==> config.mk <==
export PLATFORM = sky130hd
export DESIGN_NAME = sgt_ctrl
export DESIGN_NICKNAME = d
export VERILOG_FILES = /design/src/hw/sgt_pkg.sv /design/src/hw/sgt_ctrl.sv
export SDC_FILE = /design/constraint.sdc
export NUM_CORES = 1
export LEC_CHECK = 0
export BUFFER_PORTS_ARGS = -buffer_cell sky130_fd_sc_hd__buf_4
export CAP_MARGIN = 10
export CORE_MARGIN = 1.5
export CORE_UTILIZATION = 50
export CTS_CLUSTER_SIZE = 8
export DETAILED_ROUTE_END_ITERATION = 8
export GPL_ROUTABILITY_DRIVEN = 0
export GPL_TIMING_DRIVEN = 0
export PLACE_DENSITY = 0.7
export RECOVER_POWER = 25
export SETUP_SLACK_MARGIN = 0.3
export SYNTH_ARGS = -nofsm -noshare
export SYNTH_HDL_FRONTEND = slang
export SYNTH_SLANG_ARGS = --single-unit
==> constraint.sdc <==
create_clock -name MCLK -period 3.3 [get_ports MCLK]
set_input_delay 0.66 -clock MCLK [delete_from_list [all_inputs] [get_ports MCLK]]
set_output_delay 0.66 -clock MCLK [all_outputs]
set_load 0.05 [all_outputs]
==> src/hw/sgt_pkg.sv <==
// package for the sweep gate and trigger control block
package sgt_pkg;
  // ----------------------------------------------------------------------
  // clock and time base
  // ----------------------------------------------------------------------
  localparam int unsigned CLK_HZ = 40000000;
  localparam int unsigned TICK_NS = 125;
  localparam int unsigned TICK_CYC = (TICK_NS * (CLK_HZ / 1000000)) / 1000;
  localparam int TW = 32;
  // times in 125 ns ticks
  localparam logic [31:0] GATE_DLY_MAX = 32'h0e4e_1c00;
  localparam logic [31:0] GATE_LEN_MIN = 32'h0000_0001;
  localparam logic [31:0] GATE_LEN_RST = 32'h0000_0c80;
  localparam logic [31:0] TRIG_OFS_MAX = 32'h04c4_b400;
  // ----------------------------------------------------------------------
  // register map
  // ----------------------------------------------------------------------
  localparam logic [3:0] A_FILT = 4'h0;
  localparam logic [3:0] A_RBW = 4'h1;
  localparam logic [3:0] A_CPL = 4'h2;
  localparam logic [3:0] A_GCTL = 4'h3;
  localparam logic [3:0] A_GDLY = 4'h4;
  localparam logic [3:0] A_GLEN = 4'h5;
  localparam logic [3:0] A_TCTL = 4'h6;
  localparam logic [3:0] A_TOFS = 4'h7;
  localparam logic [3:0] A_STAT = 4'h8;
  localparam logic [3:0] A_SWP = 4'h9;
  localparam logic [3:0] A_CMD = 4'ha;
  // bits
  localparam int B_SPAN_BANDWIDTH_LINK = 0;
  localparam int B_AUTO = 1;
  localparam int B_GEN = 0;
  localparam int B_GLVL = 1;
  localparam int B_GNEG = 2;
  localparam int B_TNEG = 0;
  localparam int B_TDOM = 1;
  localparam int B_CMD_ARM = 0;
  // filter codes
  localparam logic [1:0] F_CHAN = 2'h0;
  localparam logic [1:0] F_GAUSS = 2'h1;
  localparam logic [1:0] F_WEIGHT = 2'h2;
  localparam logic [1:0] F_DEF6 = 2'h3;
  localparam logic [1:0] F_WEIGHT_ALT = 2'h2;
  // trigger sources
  localparam logic [1:0] S_IMM = 2'h0;
  localparam logic [1:0] S_EXT = 2'h1;
  localparam logic [1:0] S_IFP = 2'h2;
  // detectors that allow frequency coupling, then bandwidth step at reset and top step
  localparam logic [1:0] D_QP = 2'h1;
  localparam logic [1:0] D_AVG = 2'h2;
  localparam logic [1:0] D_RMS = 2'h3;
  localparam logic [3:0] RBW_RST = 4'h6;
  localparam logic [3:0] RBW_TOP = 4'hf;

  typedef struct packed {
    logic [3:0] addr;
    logic [31:0] wdata;
    logic wr;
    logic rd;
  } sgt_bus_t;

  typedef struct packed {
    logic gate_open;
    logic capture;
    logic busy_hold;
    logic freq_cpl;
    logic span_link;
  } sgt_stat_t;
endpackage : sgt_pkg

==> src/hw/sgt_ctrl.sv <==
// sweep gate, trigger and bandwidth control
`timescale 1ns/100ps
module sgt_ctrl (
  input wire logic MCLK,
  input wire logic NRST,
  input wire sgt_pkg::sgt_bus_t BUS,
  input wire logic [1:0] DETECTOR,
  input wire logic [31:0] SWEEP_TICKS,
  input wire logic EXT_IN,
  input wire logic SAMPLE_IN,
  output logic [31:0] RDATA,
  output sgt_pkg::sgt_stat_t STATUS,
  output logic SAMPLE_OK
);
  import sgt_pkg::*;

  // ----------------------------------------------------------------------
  // registers
  // ----------------------------------------------------------------------
  logic [1:0] filt_ff;
  logic [3:0] rbw_ff;
  logic span_bandwidth_link_ff, auto_ff;
  logic gen_ff, glvl_ff, gneg_ff;
  logic [31:0] gdly_ff, glen_ff;
  logic [1:0] src_ff;
  logic tneg_ff, tdom_ff;
  logic signed [31:0] tofs_ff;
  logic [3:0] tick_ff;
  logic [2:0] sy_ff;
  logic ext_ff;
  logic gate_ff, cap_ff, hold_ff, ok_ff;
  logic [31:0] gcnt_ff, lcnt_ff, tcnt_ff;
  logic dly_ff;
  logic [31:0] rd_ff;

  // available bandwidth steps per filter: bit set means step allowed
  function automatic logic [15:0] bw_mask(input logic [1:0] f);
    unique case (f)
      F_CHAN: bw_mask = 16'hfff0;
      F_GAUSS: bw_mask = 16'hffff;
      F_WEIGHT: bw_mask = 16'h0aa8;
      F_DEF6: bw_mask = 16'h5554;
    endcase
  endfunction : bw_mask

  // next step at or above b that the filter offers, else top
  function automatic logic [3:0] bw_fit(input logic [1:0] f,
                                         input logic [3:0] b);
    logic [15:0] m;
    logic [3:0] r;
    logic hit;
    m = bw_mask(f);
    r = RBW_TOP;
    hit = 1'b0;
    for (int i = 0; i < 16; i++) begin
      if (!hit && i >= int'(b) && m[i]) begin
        r = 4'(i);
        hit = 1'b1;
      end
    end
    bw_fit = r;
  endfunction : bw_fit

  function automatic logic [31:0] clip(input logic [31:0] v,
                                       input logic [31:0] lo,
                                       input logic [31:0] hi);
    clip = (v < lo) ? lo : ((v > hi) ? hi : v);
  endfunction : clip

  // ----------------------------------------------------------------------
  // decode
  // ----------------------------------------------------------------------
  wire wr = BUS.wr & ~hold_ff;
  wire w_filt = wr && BUS.addr == A_FILT;
  wire w_rbw = wr && BUS.addr == A_RBW;
  wire w_cpl = wr && BUS.addr == A_CPL;
  wire w_gctl = wr && BUS.addr == A_GCTL;
  wire w_gdly = wr && BUS.addr == A_GDLY;
  wire w_glen = wr && BUS.addr == A_GLEN;
  wire w_tctl = wr && BUS.addr == A_TCTL;
  wire w_tofs = wr && BUS.addr == A_TOFS;
  wire w_arm = wr && BUS.addr == A_CMD && BUS.wdata[B_CMD_ARM];
  wire [1:0] nxt_filt = BUS.wdata[1:0];
  wire [3:0] nxt_rbw = w_filt ? bw_fit(nxt_filt, rbw_ff)
                              : bw_fit(filt_ff, BUS.wdata[3:0]);
  wire ext_src = src_ff == S_EXT || src_ff == S_IFP;
  // shared input: with source S_EXT or S_IFP, gate delay adds to trigger offset
  wire signed [31:0] eff_ofs = ext_src ? tofs_ff + signed'(gdly_ff)
                                       : tofs_ff;
  wire signed [31:0] neg_lim = -signed'(SWEEP_TICKS);
  wire signed [31:0] wofs = signed'(BUS.wdata);
  wire signed [31:0] lo_ofs = tdom_ff ? neg_lim : 32'sh0;
  wire signed [31:0] nxt_tofs = wofs < lo_ofs ? lo_ofs
    : (wofs > signed'(TRIG_OFS_MAX) ? signed'(TRIG_OFS_MAX) : wofs);
  wire det_ok = DETECTOR == D_QP || DETECTOR == D_AVG
             || DETECTOR == D_RMS;
  wire tick = tick_ff == 4'(TICK_CYC - 1);
  // a change counts only once stages two and three agree
  wire ext_lvl = (sy_ff[2] == sy_ff[1]) ? sy_ff[1] : ext_ff;
  wire act = ext_lvl ^ gneg_ff;
  wire act_prev = ext_ff ^ gneg_ff;
  wire gate_edge = act & ~act_prev;
  wire trig_edge = (ext_lvl ^ tneg_ff) & ~(ext_ff ^ tneg_ff);

  // ----------------------------------------------------------------------
  // configuration
  // ----------------------------------------------------------------------
  always_ff @(posedge MCLK or negedge NRST) begin
    if (!NRST) begin
      filt_ff <= F_GAUSS;
      rbw_ff <= RBW_RST;
      span_bandwidth_link_ff <= 1'b1;
      auto_ff <= 1'b1;
      gen_ff <= 1'b0;
      glvl_ff <= 1'b0;
      gneg_ff <= 1'b0;
      gdly_ff <= 32'h0;
      glen_ff <= GATE_LEN_RST;
      src_ff <= S_IMM;
      tneg_ff <= 1'b0;
      tdom_ff <= 1'b0;
      tofs_ff <= 32'sh0;
    end else begin
      if (w_filt) filt_ff <= nxt_filt;
      if (w_filt || w_rbw) rbw_ff <= nxt_rbw;
      if (w_rbw) auto_ff <= 1'b0;
      else if (w_cpl) auto_ff <= BUS.wdata[B_AUTO];
      if (w_cpl) span_bandwidth_link_ff <= BUS.wdata[B_SPAN_BANDWIDTH_LINK];
      if (w_gctl) begin
        gen_ff <= BUS.wdata[B_GEN];
        glvl_ff <= BUS.wdata[B_GLVL];
        gneg_ff <= BUS.wdata[B_GNEG];
      end
      if (w_gdly) gdly_ff <= clip(BUS.wdata, 32'h0, GATE_DLY_MAX);
      if (w_glen) glen_ff <= clip(BUS.wdata, GATE_LEN_MIN, GATE_DLY_MAX);
      if (w_tctl) begin
        tneg_ff <= BUS.wdata[B_TNEG];
        tdom_ff <= BUS.wdata[B_TDOM];
        src_ff <= BUS.wdata[3:2];
      end
      if (w_tofs) tofs_ff <= nxt_tofs;
    end
  end

  // ----------------------------------------------------------------------
  // input sync and time base
  // ----------------------------------------------------------------------
  always_ff @(posedge MCLK or negedge NRST) begin
    if (!NRST) begin
      sy_ff <= 3'h0;
      ext_ff <= 1'b0;
      tick_ff <= 4'h0;
    end else begin
      sy_ff <= {sy_ff[1:0], EXT_IN};
      ext_ff <= ext_lvl;
      tick_ff <= tick ? 4'h0 : tick_ff + 4'h1;
    end
  end

  // ----------------------------------------------------------------------
  // gate
  // ----------------------------------------------------------------------
  always_ff @(posedge MCLK or negedge NRST) begin
    if (!NRST) begin
      gate_ff <= 1'b0;
      dly_ff <= 1'b0;
      gcnt_ff <= 32'h0;
      lcnt_ff <= 32'h0;
    end else if (!gen_ff) begin
      gate_ff <= 1'b0;
      dly_ff <= 1'b0;
    end else if (glvl_ff) begin
      gate_ff <= act;
      if (gate_edge) begin
        dly_ff <= gdly_ff != 32'h0;
        gcnt_ff <= gdly_ff;
      end else if (dly_ff && tick) begin
        if (gcnt_ff <= 32'h1) dly_ff <= 1'b0;
        gcnt_ff <= gcnt_ff - 32'h1;
      end
    end else begin
      if (gate_edge) begin
        gate_ff <= 1'b1;
        dly_ff <= gdly_ff != 32'h0;
        gcnt_ff <= gdly_ff;
        lcnt_ff <= glen_ff;
      end else if (tick) begin
        if (dly_ff) begin
          if (gcnt_ff <= 32'h1) dly_ff <= 1'b0;
          gcnt_ff <= gcnt_ff - 32'h1;
        end else if (gate_ff) begin
          if (lcnt_ff <= 32'h1) gate_ff <= 1'b0;
          lcnt_ff <= lcnt_ff - 32'h1;
        end
      end
    end
  end

  // ----------------------------------------------------------------------
  // trigger and capture
  // ----------------------------------------------------------------------
  wire signed [31:0] wait_ticks = eff_ofs < 0 ? 32'sh0 : eff_ofs;
  always_ff @(posedge MCLK or negedge NRST) begin
    if (!NRST) begin
      hold_ff <= 1'b0;
      cap_ff <= 1'b0;
      tcnt_ff <= 32'h0;
    end else if (w_arm) begin
      hold_ff <= ext_src;
      cap_ff <= ~ext_src & (wait_ticks == 0);
      tcnt_ff <= ext_src ? 32'hffff_ffff : 32'(wait_ticks);
    end else if (hold_ff && trig_edge) begin
      hold_ff <= 1'b0;
      tcnt_ff <= 32'(wait_ticks);
      cap_ff <= wait_ticks == 0;
    end else if (!hold_ff && tcnt_ff != 32'h0 && tick) begin
      tcnt_ff <= tcnt_ff - 32'h1;
      cap_ff <= tcnt_ff == 32'h1;
    end
  end

  // ----------------------------------------------------------------------
  // read port and outputs
  // ----------------------------------------------------------------------
  wire [31:0] rmux =
    BUS.addr == A_FILT ? {30'h0, filt_ff} :
    BUS.addr == A_RBW ? {28'h0, rbw_ff} :
    BUS.addr == A_CPL ? {30'h0, auto_ff, span_bandwidth_link_ff} :
    BUS.addr == A_GCTL ? {29'h0, gneg_ff, glvl_ff, gen_ff} :
    BUS.addr == A_GDLY ? gdly_ff :
    BUS.addr == A_GLEN ? glen_ff :
    BUS.addr == A_TCTL ? {28'h0, src_ff, tdom_ff, tneg_ff} :
    BUS.addr == A_TOFS ? tofs_ff :
    BUS.addr == A_STAT ? {27'h0, STATUS} : 32'h0;
  wire open_now = gate_ff & ~dly_ff;
  wire nxt_ok = SAMPLE_IN & (~gen_ff | open_now);
  wire nxt_fcpl = auto_ff & det_ok;

  always_ff @(posedge MCLK or negedge NRST) begin
    if (!NRST) begin
      rd_ff <= 32'h0;
      ok_ff <= 1'b0;
      STATUS <= '0;
    end else begin
      rd_ff <= BUS.rd ? rmux : 32'h0;
      ok_ff <= nxt_ok;
      STATUS <= '{gate_open: open_now, capture: cap_ff, busy_hold: hold_ff,
                  freq_cpl: nxt_fcpl, span_link: span_bandwidth_link_ff};
    end
  end
  assign RDATA = rd_ff;
  assign SAMPLE_OK = ok_ff;

  a_rbw_uncouple: assert property (
    @(posedge MCLK) disable iff (!NRST) w_rbw |=> !auto_ff)
    else $error("coupling kept");
  a_hold_write: assert property (
    @(posedge MCLK) disable iff (!NRST)
    hold_ff && BUS.wr && BUS.addr == A_GDLY |=> $stable(gdly_ff))
    else $error("write in hold");
  a_gate_off: assert property (
    @(posedge MCLK) disable iff (!NRST) !gen_ff |=> !gate_ff)
    else $error("gate while off");
  a_sample_gate: assert property (
    @(posedge MCLK) disable iff (!NRST) gen_ff && !open_now |=> !SAMPLE_OK)
    else $error("sample out");
  a_bw_valid: assert property (
    @(posedge MCLK) disable iff (!NRST)
    w_filt |=> |(bw_mask(filt_ff) & (16'h1 << rbw_ff)) || rbw_ff == RBW_TOP)
    else $error("bad bw");
  a_gdly_max: assert property (
    @(posedge MCLK) disable iff (!NRST) gdly_ff <= GATE_DLY_MAX)
    else $error("delay range");
  a_glen_min: assert property (
    @(posedge MCLK) disable iff (!NRST) glen_ff >= GATE_LEN_MIN)
    else $error("length range");
  a_lvl_gate: assert property (
    @(posedge MCLK) disable iff (!NRST)
    (gen_ff && glvl_ff) ##1 (gen_ff && glvl_ff) |-> gate_ff == $past(act))
    else $error("level gate");
  a_cap_now: assert property (
    @(posedge MCLK) disable iff (!NRST)
    hold_ff && trig_edge && wait_ticks == 0 |=> cap_ff)
    else $error("late capture");
  a_arm_hold: assert property (
    @(posedge MCLK) disable iff (!NRST) w_arm && ext_src |=> hold_ff)
    else $error("no hold on arm");
  a_span_write: assert property (
    @(posedge MCLK) disable iff (!NRST)
    w_cpl |=> span_bandwidth_link_ff == $past(BUS.wdata[B_SPAN_BANDWIDTH_LINK]))
    else $error("span link");
  c_edge_gate: cover property (@(posedge MCLK) gen_ff && gate_edge);
  c_ext_trig: cover property (@(posedge MCLK) hold_ff && trig_edge);
  c_capture: cover property (@(posedge MCLK) $rose(cap_ff));
endmodule : sgt_ctrl

==> flow_summary.ini, run 1 <==
[flow_run]
maxCapViolations = 1

[floorplan]
core-area_um2 = 34700
pin_count = 114
die_area_um2 = 36500
num_rows = 68
die_h_um = 191
die-width_um = 191
start_util_pct = 50.9

[routing]
vias_per_cell = 6.67
ant_nets = 0
drtPass1Iterations = 6
routed_wl_um = 68500
route.detailed.drc = 0
drt_iter0_drc = 2436
num_vias = 19397
wl_per_cell_um = 23.5

[yosys]
ys_ff_latch = 257
yosysMostFrequentCell = nand2_1
netlist_top_cells_area = dfrtp_1 (35%), nand2_1 (7.1%), o21ai_0 (6.8%)
synth_cells = 2182
synth_top_area_cell = dfrtp_1
synth_nets = 2342
synth_cell_type_count = 85
synth_edf_count = 0
synth_area_um2 = 17700
syn_avg_cell_area_um2 = 8.10
synth.top_cell.area_share_pct = 35.2
synth_flop_cell = dfrtp_1
yosys-top-cells-count = nand2_1 (334), dfrtp_1 (249), o21ai_0 (239), nor2_1 (183), a21oi_1 (170)
yosys_warnings = 0
seq_area_frac_synth_pct = 36.4
async_flop_share_pct = 100

[timing]
hold_viol = 0
finalMaxSlewViolations = 44
period_minus_slack_ns = 4.36
worst_clock_skew_ns = 0.0322
setup_violations = 32
rsz0062_at_grt = yes
relSlewSlack_pct = -62.4
fmax_ghz = 0.230
layout_setup_ws_ns = -1.06
holdWs_ns = 0.253
fin_crit_sh_pct = 132
worst_slew_pin_slew_ns = 2.44

[critical_path]
crit_fanout = 7
end_kind = register
r2r_setup_slack_ns = -0.36
slowest_stage = or3_4
criticalPathCategory = input port to register
startpoint_type = input port
slowest_delay_ns = 0.44
crit_chain = buf_8 > nor4_4 > buf_4 > nand4_1 > or3_4 > or3_4 > or3_4 > nor3_4 > xnor2_2 > nand2_2 > ha_4 > nand4_1 > nor2_4 > nand4_1 > nand3_2 > mux2i_4 > buf_12 > buf_8 > mux2_4 > o21ai_1
arrival_ns = 4.80
critPathRequiredTime_ns = 3.75

[layout]
area_delta_synth_final_pct = 27.4
regArea_um2 = 6490
multi_input_area_um2 = 11900
nets = 2593
fillers = 2860
diodes = 0
drive_gt1_share_pct = 23.0

[hold_path]
hp-class = input port to register

[clocking]
ctsHoldBuffers = 0
cts-buffers-inserted = 38
cts_tree = done
clock_latency_ns = 0.55
clk_path_buf_depth = 3
cts.sinks = 257
htreeDepth = 2
cts_root_buf = clkbuf_16
clk_pin_slew_worst_paths_ns = 0.05

[power]
finalPower_w = 0.0163
leakage_nw = 9.41
net-switching-power_w = 0.00718
power.density_nw_per_um2 = 725
swShare_pct = 43.9
clockPowerShare_pct = 22.4
seqPwrFrac_pct = 32.8
p_int_w = 0.00916
pwr-share-comb_pct = 44.8
peakVddDrop_v = 0.000434

[grt]
grt_max_degree = 124
grt_pass1_vias = 18149
antenna_found_initial = 0
grt-ovfl-total = 0
grt_usage_pct = 36.2
grt_pass1_wl_um = 102000

[run_status]
violations = capacitance limit, slew limit, setup timing
status = finished, violations left

[placed_design]
port_buffers = 113
dp_hpwl_um = 48300
flip-flops by register name (all words and copies together), names as in the netlist, 2 cells and up:
register / cells
gdly_ff: 32
tick_ff: 4
lcnt_ff: 32
src_ff: 2
gcnt_ff: 32
filt_ff: 2
sy_ff: 3
tcnt_ff: 32
rbw_ff: 4
glen_ff: 32
RDATA: 32
STATUS: 5
tofs_ff: 32
worst max-delay path: cells and delay by family:
family	cells	cell delay, ns
simple gates	11	2.51
buf+inv	4	0.55
mux	2	0.55
fa+ha+maj	1	0.28
xor+xnor	1	0.14
compound gates	1	0.12
logic make-up (layout without fill, tap and decap cells):
| logic type | after synthesis | count (layout) | share of synthesized area, % |
|---|---|---|---|
| AO/OA/AOI/OAI | 694 | 694 | 24.4 |
| AND/OR/NAND/NOR | 877 | 877 | 23.8 |
| flip-flops | 257 | 257 | 36.4 |
| buffers and inverters | 171 | 441 | 3.75 |
| multiplexers | 45 | 45 | 2.94 |
| adder cells (fa/ha/maj) | 85 | 85 | 6.04 |
| XOR/XNOR | 53 | 53 | 2.63 |
layout by cell type, fill, tap and decap left out, types with 12 or more instances in the layout:
cell / count
mux2_4: 23
xnor2_1: 32
clkbuf_1: 93
a22oi_1: 24
nand2b_1: 24
o21ai_0: 189
and2_1: 26
or3_1: 28
o211ai_1: 19
inv_1: 50
clkbuf_2: 15
a22o_1: 16
ha_1: 54
xor2_1: 15
buf_6: 12
dfrtp_2: 38
buf_4: 192
nor2_1: 168
nor3_1: 70
o21ai_2: 22
o21a_1: 13
o22ai_1: 15
a21oi_2: 12
a31oi_1: 16
clkbuf_16: 39
a21o_1: 23
a21oi_1: 154
nand2_1: 324
o21ai_1: 27
o31ai_1: 23
o221ai_1: 32
nor4_1: 18
nand4_1: 19
dfrtp_1: 211
nand3_1: 53
ha_4: 25
and3_1: 12
worst paths after layout:
| kind | from | end | cells past startpoint |
|---|---|---|---|
| hold reg to reg | sy_ff[0]$_DFF_PN0_ | sy_ff[1]$_DFF_PN0_ | 0 |
| max in group asynchronous | NRST | gdly_ff[24]$_DFFE_PN0P_ | 2 |
| min in group asynchronous | NRST | SAMPLE_OK$_DFF_PN0_ | 1 |
| hold / removal | EXT_IN | sy_ff[0]$_DFF_PN0_ | 1 |
| setup / recovery | SWEEP_TICKS[3] | tofs_ff[9]$_DFFE_PN0P_ | 20 |
| setup reg to reg | tdom_ff$_DFFE_PN0P_ | tofs_ff[12]$_DFFE_PN0P_ | 17 |
power by group through the flow:
stage	logic (W)	registers [W]	clock network [W]
finish	0.00732	0.00536	0.00366
global route	0.00788	0.00541	0.00383
CTS	0.00640	0.00524	0.00367
detailed placement	0.00578	0.00523	0
global placement	0.00564	0.00520	0
floorplan	0.00411	0.00483	0
routing by layer:
metal,share of wire [%],GRT usage (%),vias up
met4,6.7,19.5,0
met3,11,7.64,332
met5,0,0,-
li1,-,-,8504
met1,39,47.6,9205
met2,43,55.8,1356
metrics by stage:
step / TNS [ns] / area, um2 / worst slack [ns] / instances / utilization, %
finish: -32.93 / 22500 / -1.06 / 2907 / 64.9
global route: -42.52 / 22500 / -1.26 / 2907 / 64.9
CTS: -30.63 / 21500 / -1.03 / 2856 / 61.8
detailed placement: -95.58 / 19300 / -1.85 / 2752 / 55.5
global placement: -227.74 / 19200 / -1.77 / 2750 / 55.3
floorplan: -36.64 / 17800 / -1.19 / 2182 / -
area by class of cell:
class / count / share of cell area (%)
well taps: 455 / 2.53
clock inverters: 3 / 0.278
repair buffers: 211 / 7.56
clock buffers: 56 / 4.65
plain buffers: 118 / 2.48
flip-flops and latches: 257 / 28.8
multi-input cells: 1754 / 52.8
inverters: 53 / 0.911
timing repair:
item,CTS,global route
resized for setup,182,202
setup endpoints to repair,141,152
cloned,4,1
pin swaps,35,64
buffers inserted,41,50
No activity file was read; power rests on OpenSTA's default activity.
==> inputs of run 2 (changes only) <==
--- a/config.mk
+++ b/config.mk
@@ -13,7 +13,7 @@
 export DETAILED_ROUTE_END_ITERATION = 8
 export GPL_ROUTABILITY_DRIVEN = 0
 export GPL_TIMING_DRIVEN = 0
-export PLACE_DENSITY = 0.7
+export PLACE_DENSITY = 0.68
 export RECOVER_POWER = 25
 export SETUP_SLACK_MARGIN = 0.3
 export SYNTH_ARGS = -nofsm -noshare
==> run 2 against run 1 <==
Effect of this change: via count down 1.2%; register-to-register slack better by 0.06 ns; sequential power about the same; first-iteration DRC count down 5.0%; fmax down 0.57%; worst hold slack worse by 0.016 ns; count of clock-buffer cells in the layout down 1; critical path depth down 2; routed wire length down 1.0%; clock power about the same; global-route usage down 0.39 points; largest power group unchanged; the run ends with setup timing left; power about the same.
==> flow_summary.ini, run 2 (synthesis gave the netlist of run 1 again) <==
[clocking]
clock_latency_ns = 0.56
cts_tree = done
cts-buffers-inserted = 38
cts_root_buf = clkbuf_16
clk_path_buf_depth = 3
cts.sinks = 257
htreeDepth = 2
clk_pin_slew_worst_paths_ns = 0.05

[placed_design]
dp_hpwl_um = 48800
place_area_um2 = 19300
post-place-ws_ns = -1.85
port_buffers = 113

[routing]
num_vias = 19168
ant_nets = 0
wl_per_cell_um = 23.4
route.detailed.drc = 0
drtPass1Iterations = 6
routed_wl_um = 67800
drt_iter0_drc = 2315
vias_per_cell = 6.62

[timing]
rsz0062_at_grt = yes
finalMaxSlewViolations = 0
fmax_ghz = 0.228
setup_violations = 39
relSlewSlack_pct = 1.24
worst_clock_skew_ns = 0.0279
layout_setup_ws_ns = -1.08
fin_crit_sh_pct = 133
period_minus_slack_ns = 4.38
worst_slew_pin_slew_ns = 1.48
hold_viol = 0

[layout]
final_common_cell = nand2_1
area_delta_synth_final_pct = 27.0
drive_gt1_share_pct = 22.7
fillers = 2937
postLayoutCellArea_um2 = 22500
regArea_um2 = 6480
nets = 2580
multi_input_area_um2 = 11900
mostFrequentLayoutCells = nand2_1 (323), dfrtp_1 (217), o21ai_0 (185), buf_4 (177), nor2_1 (169)

[grt]
grt_max_degree = 121
grt_usage_pct = 35.8
antenna_found_initial = 1
grt_pass1_vias = 17642
grt-ovfl-total = 0
grt_pass1_wl_um = 101000

[flow_run]
maxCapViolations = 0

[power]
finalPower_w = 0.0163
leakage_nw = 9.34
clockPowerShare_pct = 22.5
swShare_pct = 44.1
net-switching-power_w = 0.00720
seqPwrFrac_pct = 32.9
pwr-share-comb_pct = 44.6
peakVddDrop_v = 0.000589
power.density_nw_per_um2 = 728
p_int_w = 0.00914

[hold_path]
hold_depth = 1
hp-start = EXT_IN
hp-class = input port to register
hold-path-endpoint = sy_ff[0]$_DFF_PN0_

[floorplan]
die_h_um = 191
core-area_um2 = 34700
start_util_pct = 50.9
die-width_um = 191
pin_count = 114
die_area_um2 = 36500
num_rows = 68

[critical_path]
reg2reg_to = tofs_ff[22]$_DFFE_PN0P_
end_kind = register
criticalPathCategory = input port to register
crit_chain = buf_6 > or4_4 > or4_4 > or3_4 > or3_4 > nor2_4 > xnor2_2 > nand2_2 > ha_4 > nand4_1 > nor2_2 > o211ai_1 > nand3_2 > mux2i_4 > buf_12 > clkbuf_16 > mux2_4 > o21ai_1
arrival_ns = 4.83
r2r_setup_slack_ns = -0.30
critPathRequiredTime_ns = 3.75
startpoint_type = input port
crit_fanout = 7
reg2regPathDepth = 16
reg2reg_from = tdom_ff$_DFFE_PN0P_
slowest_delay_ns = 0.56
slowest_stage = or4_4

[run_status]
status = finished, violations left
violations = setup timing
==> run 2: metrics by stage <==
step           std cells  setup TNS, ns  util (%)  hold WS (ns)
6_report            2895         -32.89      64.7         0.238
5_1_grt             2894         -61.52      64.7         0.234
4_1_cts             2841         -32.66      61.1         0.202
3_5_place_dp        2752         -94.20      55.5         0.338
3_3_place_gp        2750        -226.80      55.3         0.339
2_1_floorplan       2182         -36.64         -         0.331
==> run 2: layout make-up <==
type,instances,area share (%)
Clock buffer,55,4.61
Clock inverter,4,0.301
Buffer,118,2.58
Sequential cell,257,28.9
Multi-Input combinational cell,1754,53.0
Timing Repair Buffer,198,7.19
Inverter,53,0.925
Tap cell,455,2.53
Antenna cell,1,0.0111
==> run 2: critical path: cells and delay by family <==
family	cells	cell delay (ns)
muxes	2	0.55
buffers and inverters	3	0.40
and+or+nand+nor	9	2.54
adders and majority gates	1	0.28
AOI/OAI and AO/OA	2	0.26
xor gates and xnor gates	1	0.11
==> run 2: worst max path at each step <==
stage	startpoint	to	slack, ns	cells after the start
2_1_floorplan	SWEEP_TICKS[3]	tofs_ff[0]$_DFFE_PN0P_	-1.19	19
3_3_place_gp	SWEEP_TICKS[3]	tofs_ff[25]$_DFFE_PN0P_	-1.78	18
3_5_place_dp	SWEEP_TICKS[2]	tofs_ff[8]$_DFFE_PN0P_	-1.85	18
4_1_cts	SWEEP_TICKS[17]	tofs_ff[17]$_DFFE_PN0P_	-1.06	18
5_1_grt	SWEEP_TICKS[6]	tofs_ff[11]$_DFFE_PN0P_	-1.27	19
6_report	SWEEP_TICKS[17]	tofs_ff[11]$_DFFE_PN0P_	-1.08	18
==> run 2: repair_timing <==
action	in CTS	in global routing
cloned	5	0
hold endpoints to repair	19	0
hold buffers	1	0
endpoints found under the setup margin	140	144
pin swaps	35	87
buffers inserted	24	52
gates resized for setup	154	233
==> run 2: power by group through the flow <==
stage | clock, W | sequential [W] | combinational [W]
5_1_grt | 0.00382 | 0.00543 | 0.00786
4_1_cts | 0.00369 | 0.00522 | 0.00631
2_1_floorplan | 0 | 0.00483 | 0.00411
3_5_place_dp | 0 | 0.00525 | 0.00580
6_report | 0.00367 | 0.00538 | 0.00729
3_3_place_gp | 0 | 0.00521 | 0.00565
==> run 2: metal layers <==
metal  part of all wire [%]  GRT usage [%]
met1                     39           48.1
met2                     44           56.1
met3                     11           6.22
met4                    5.8           17.0
met5                      0              0
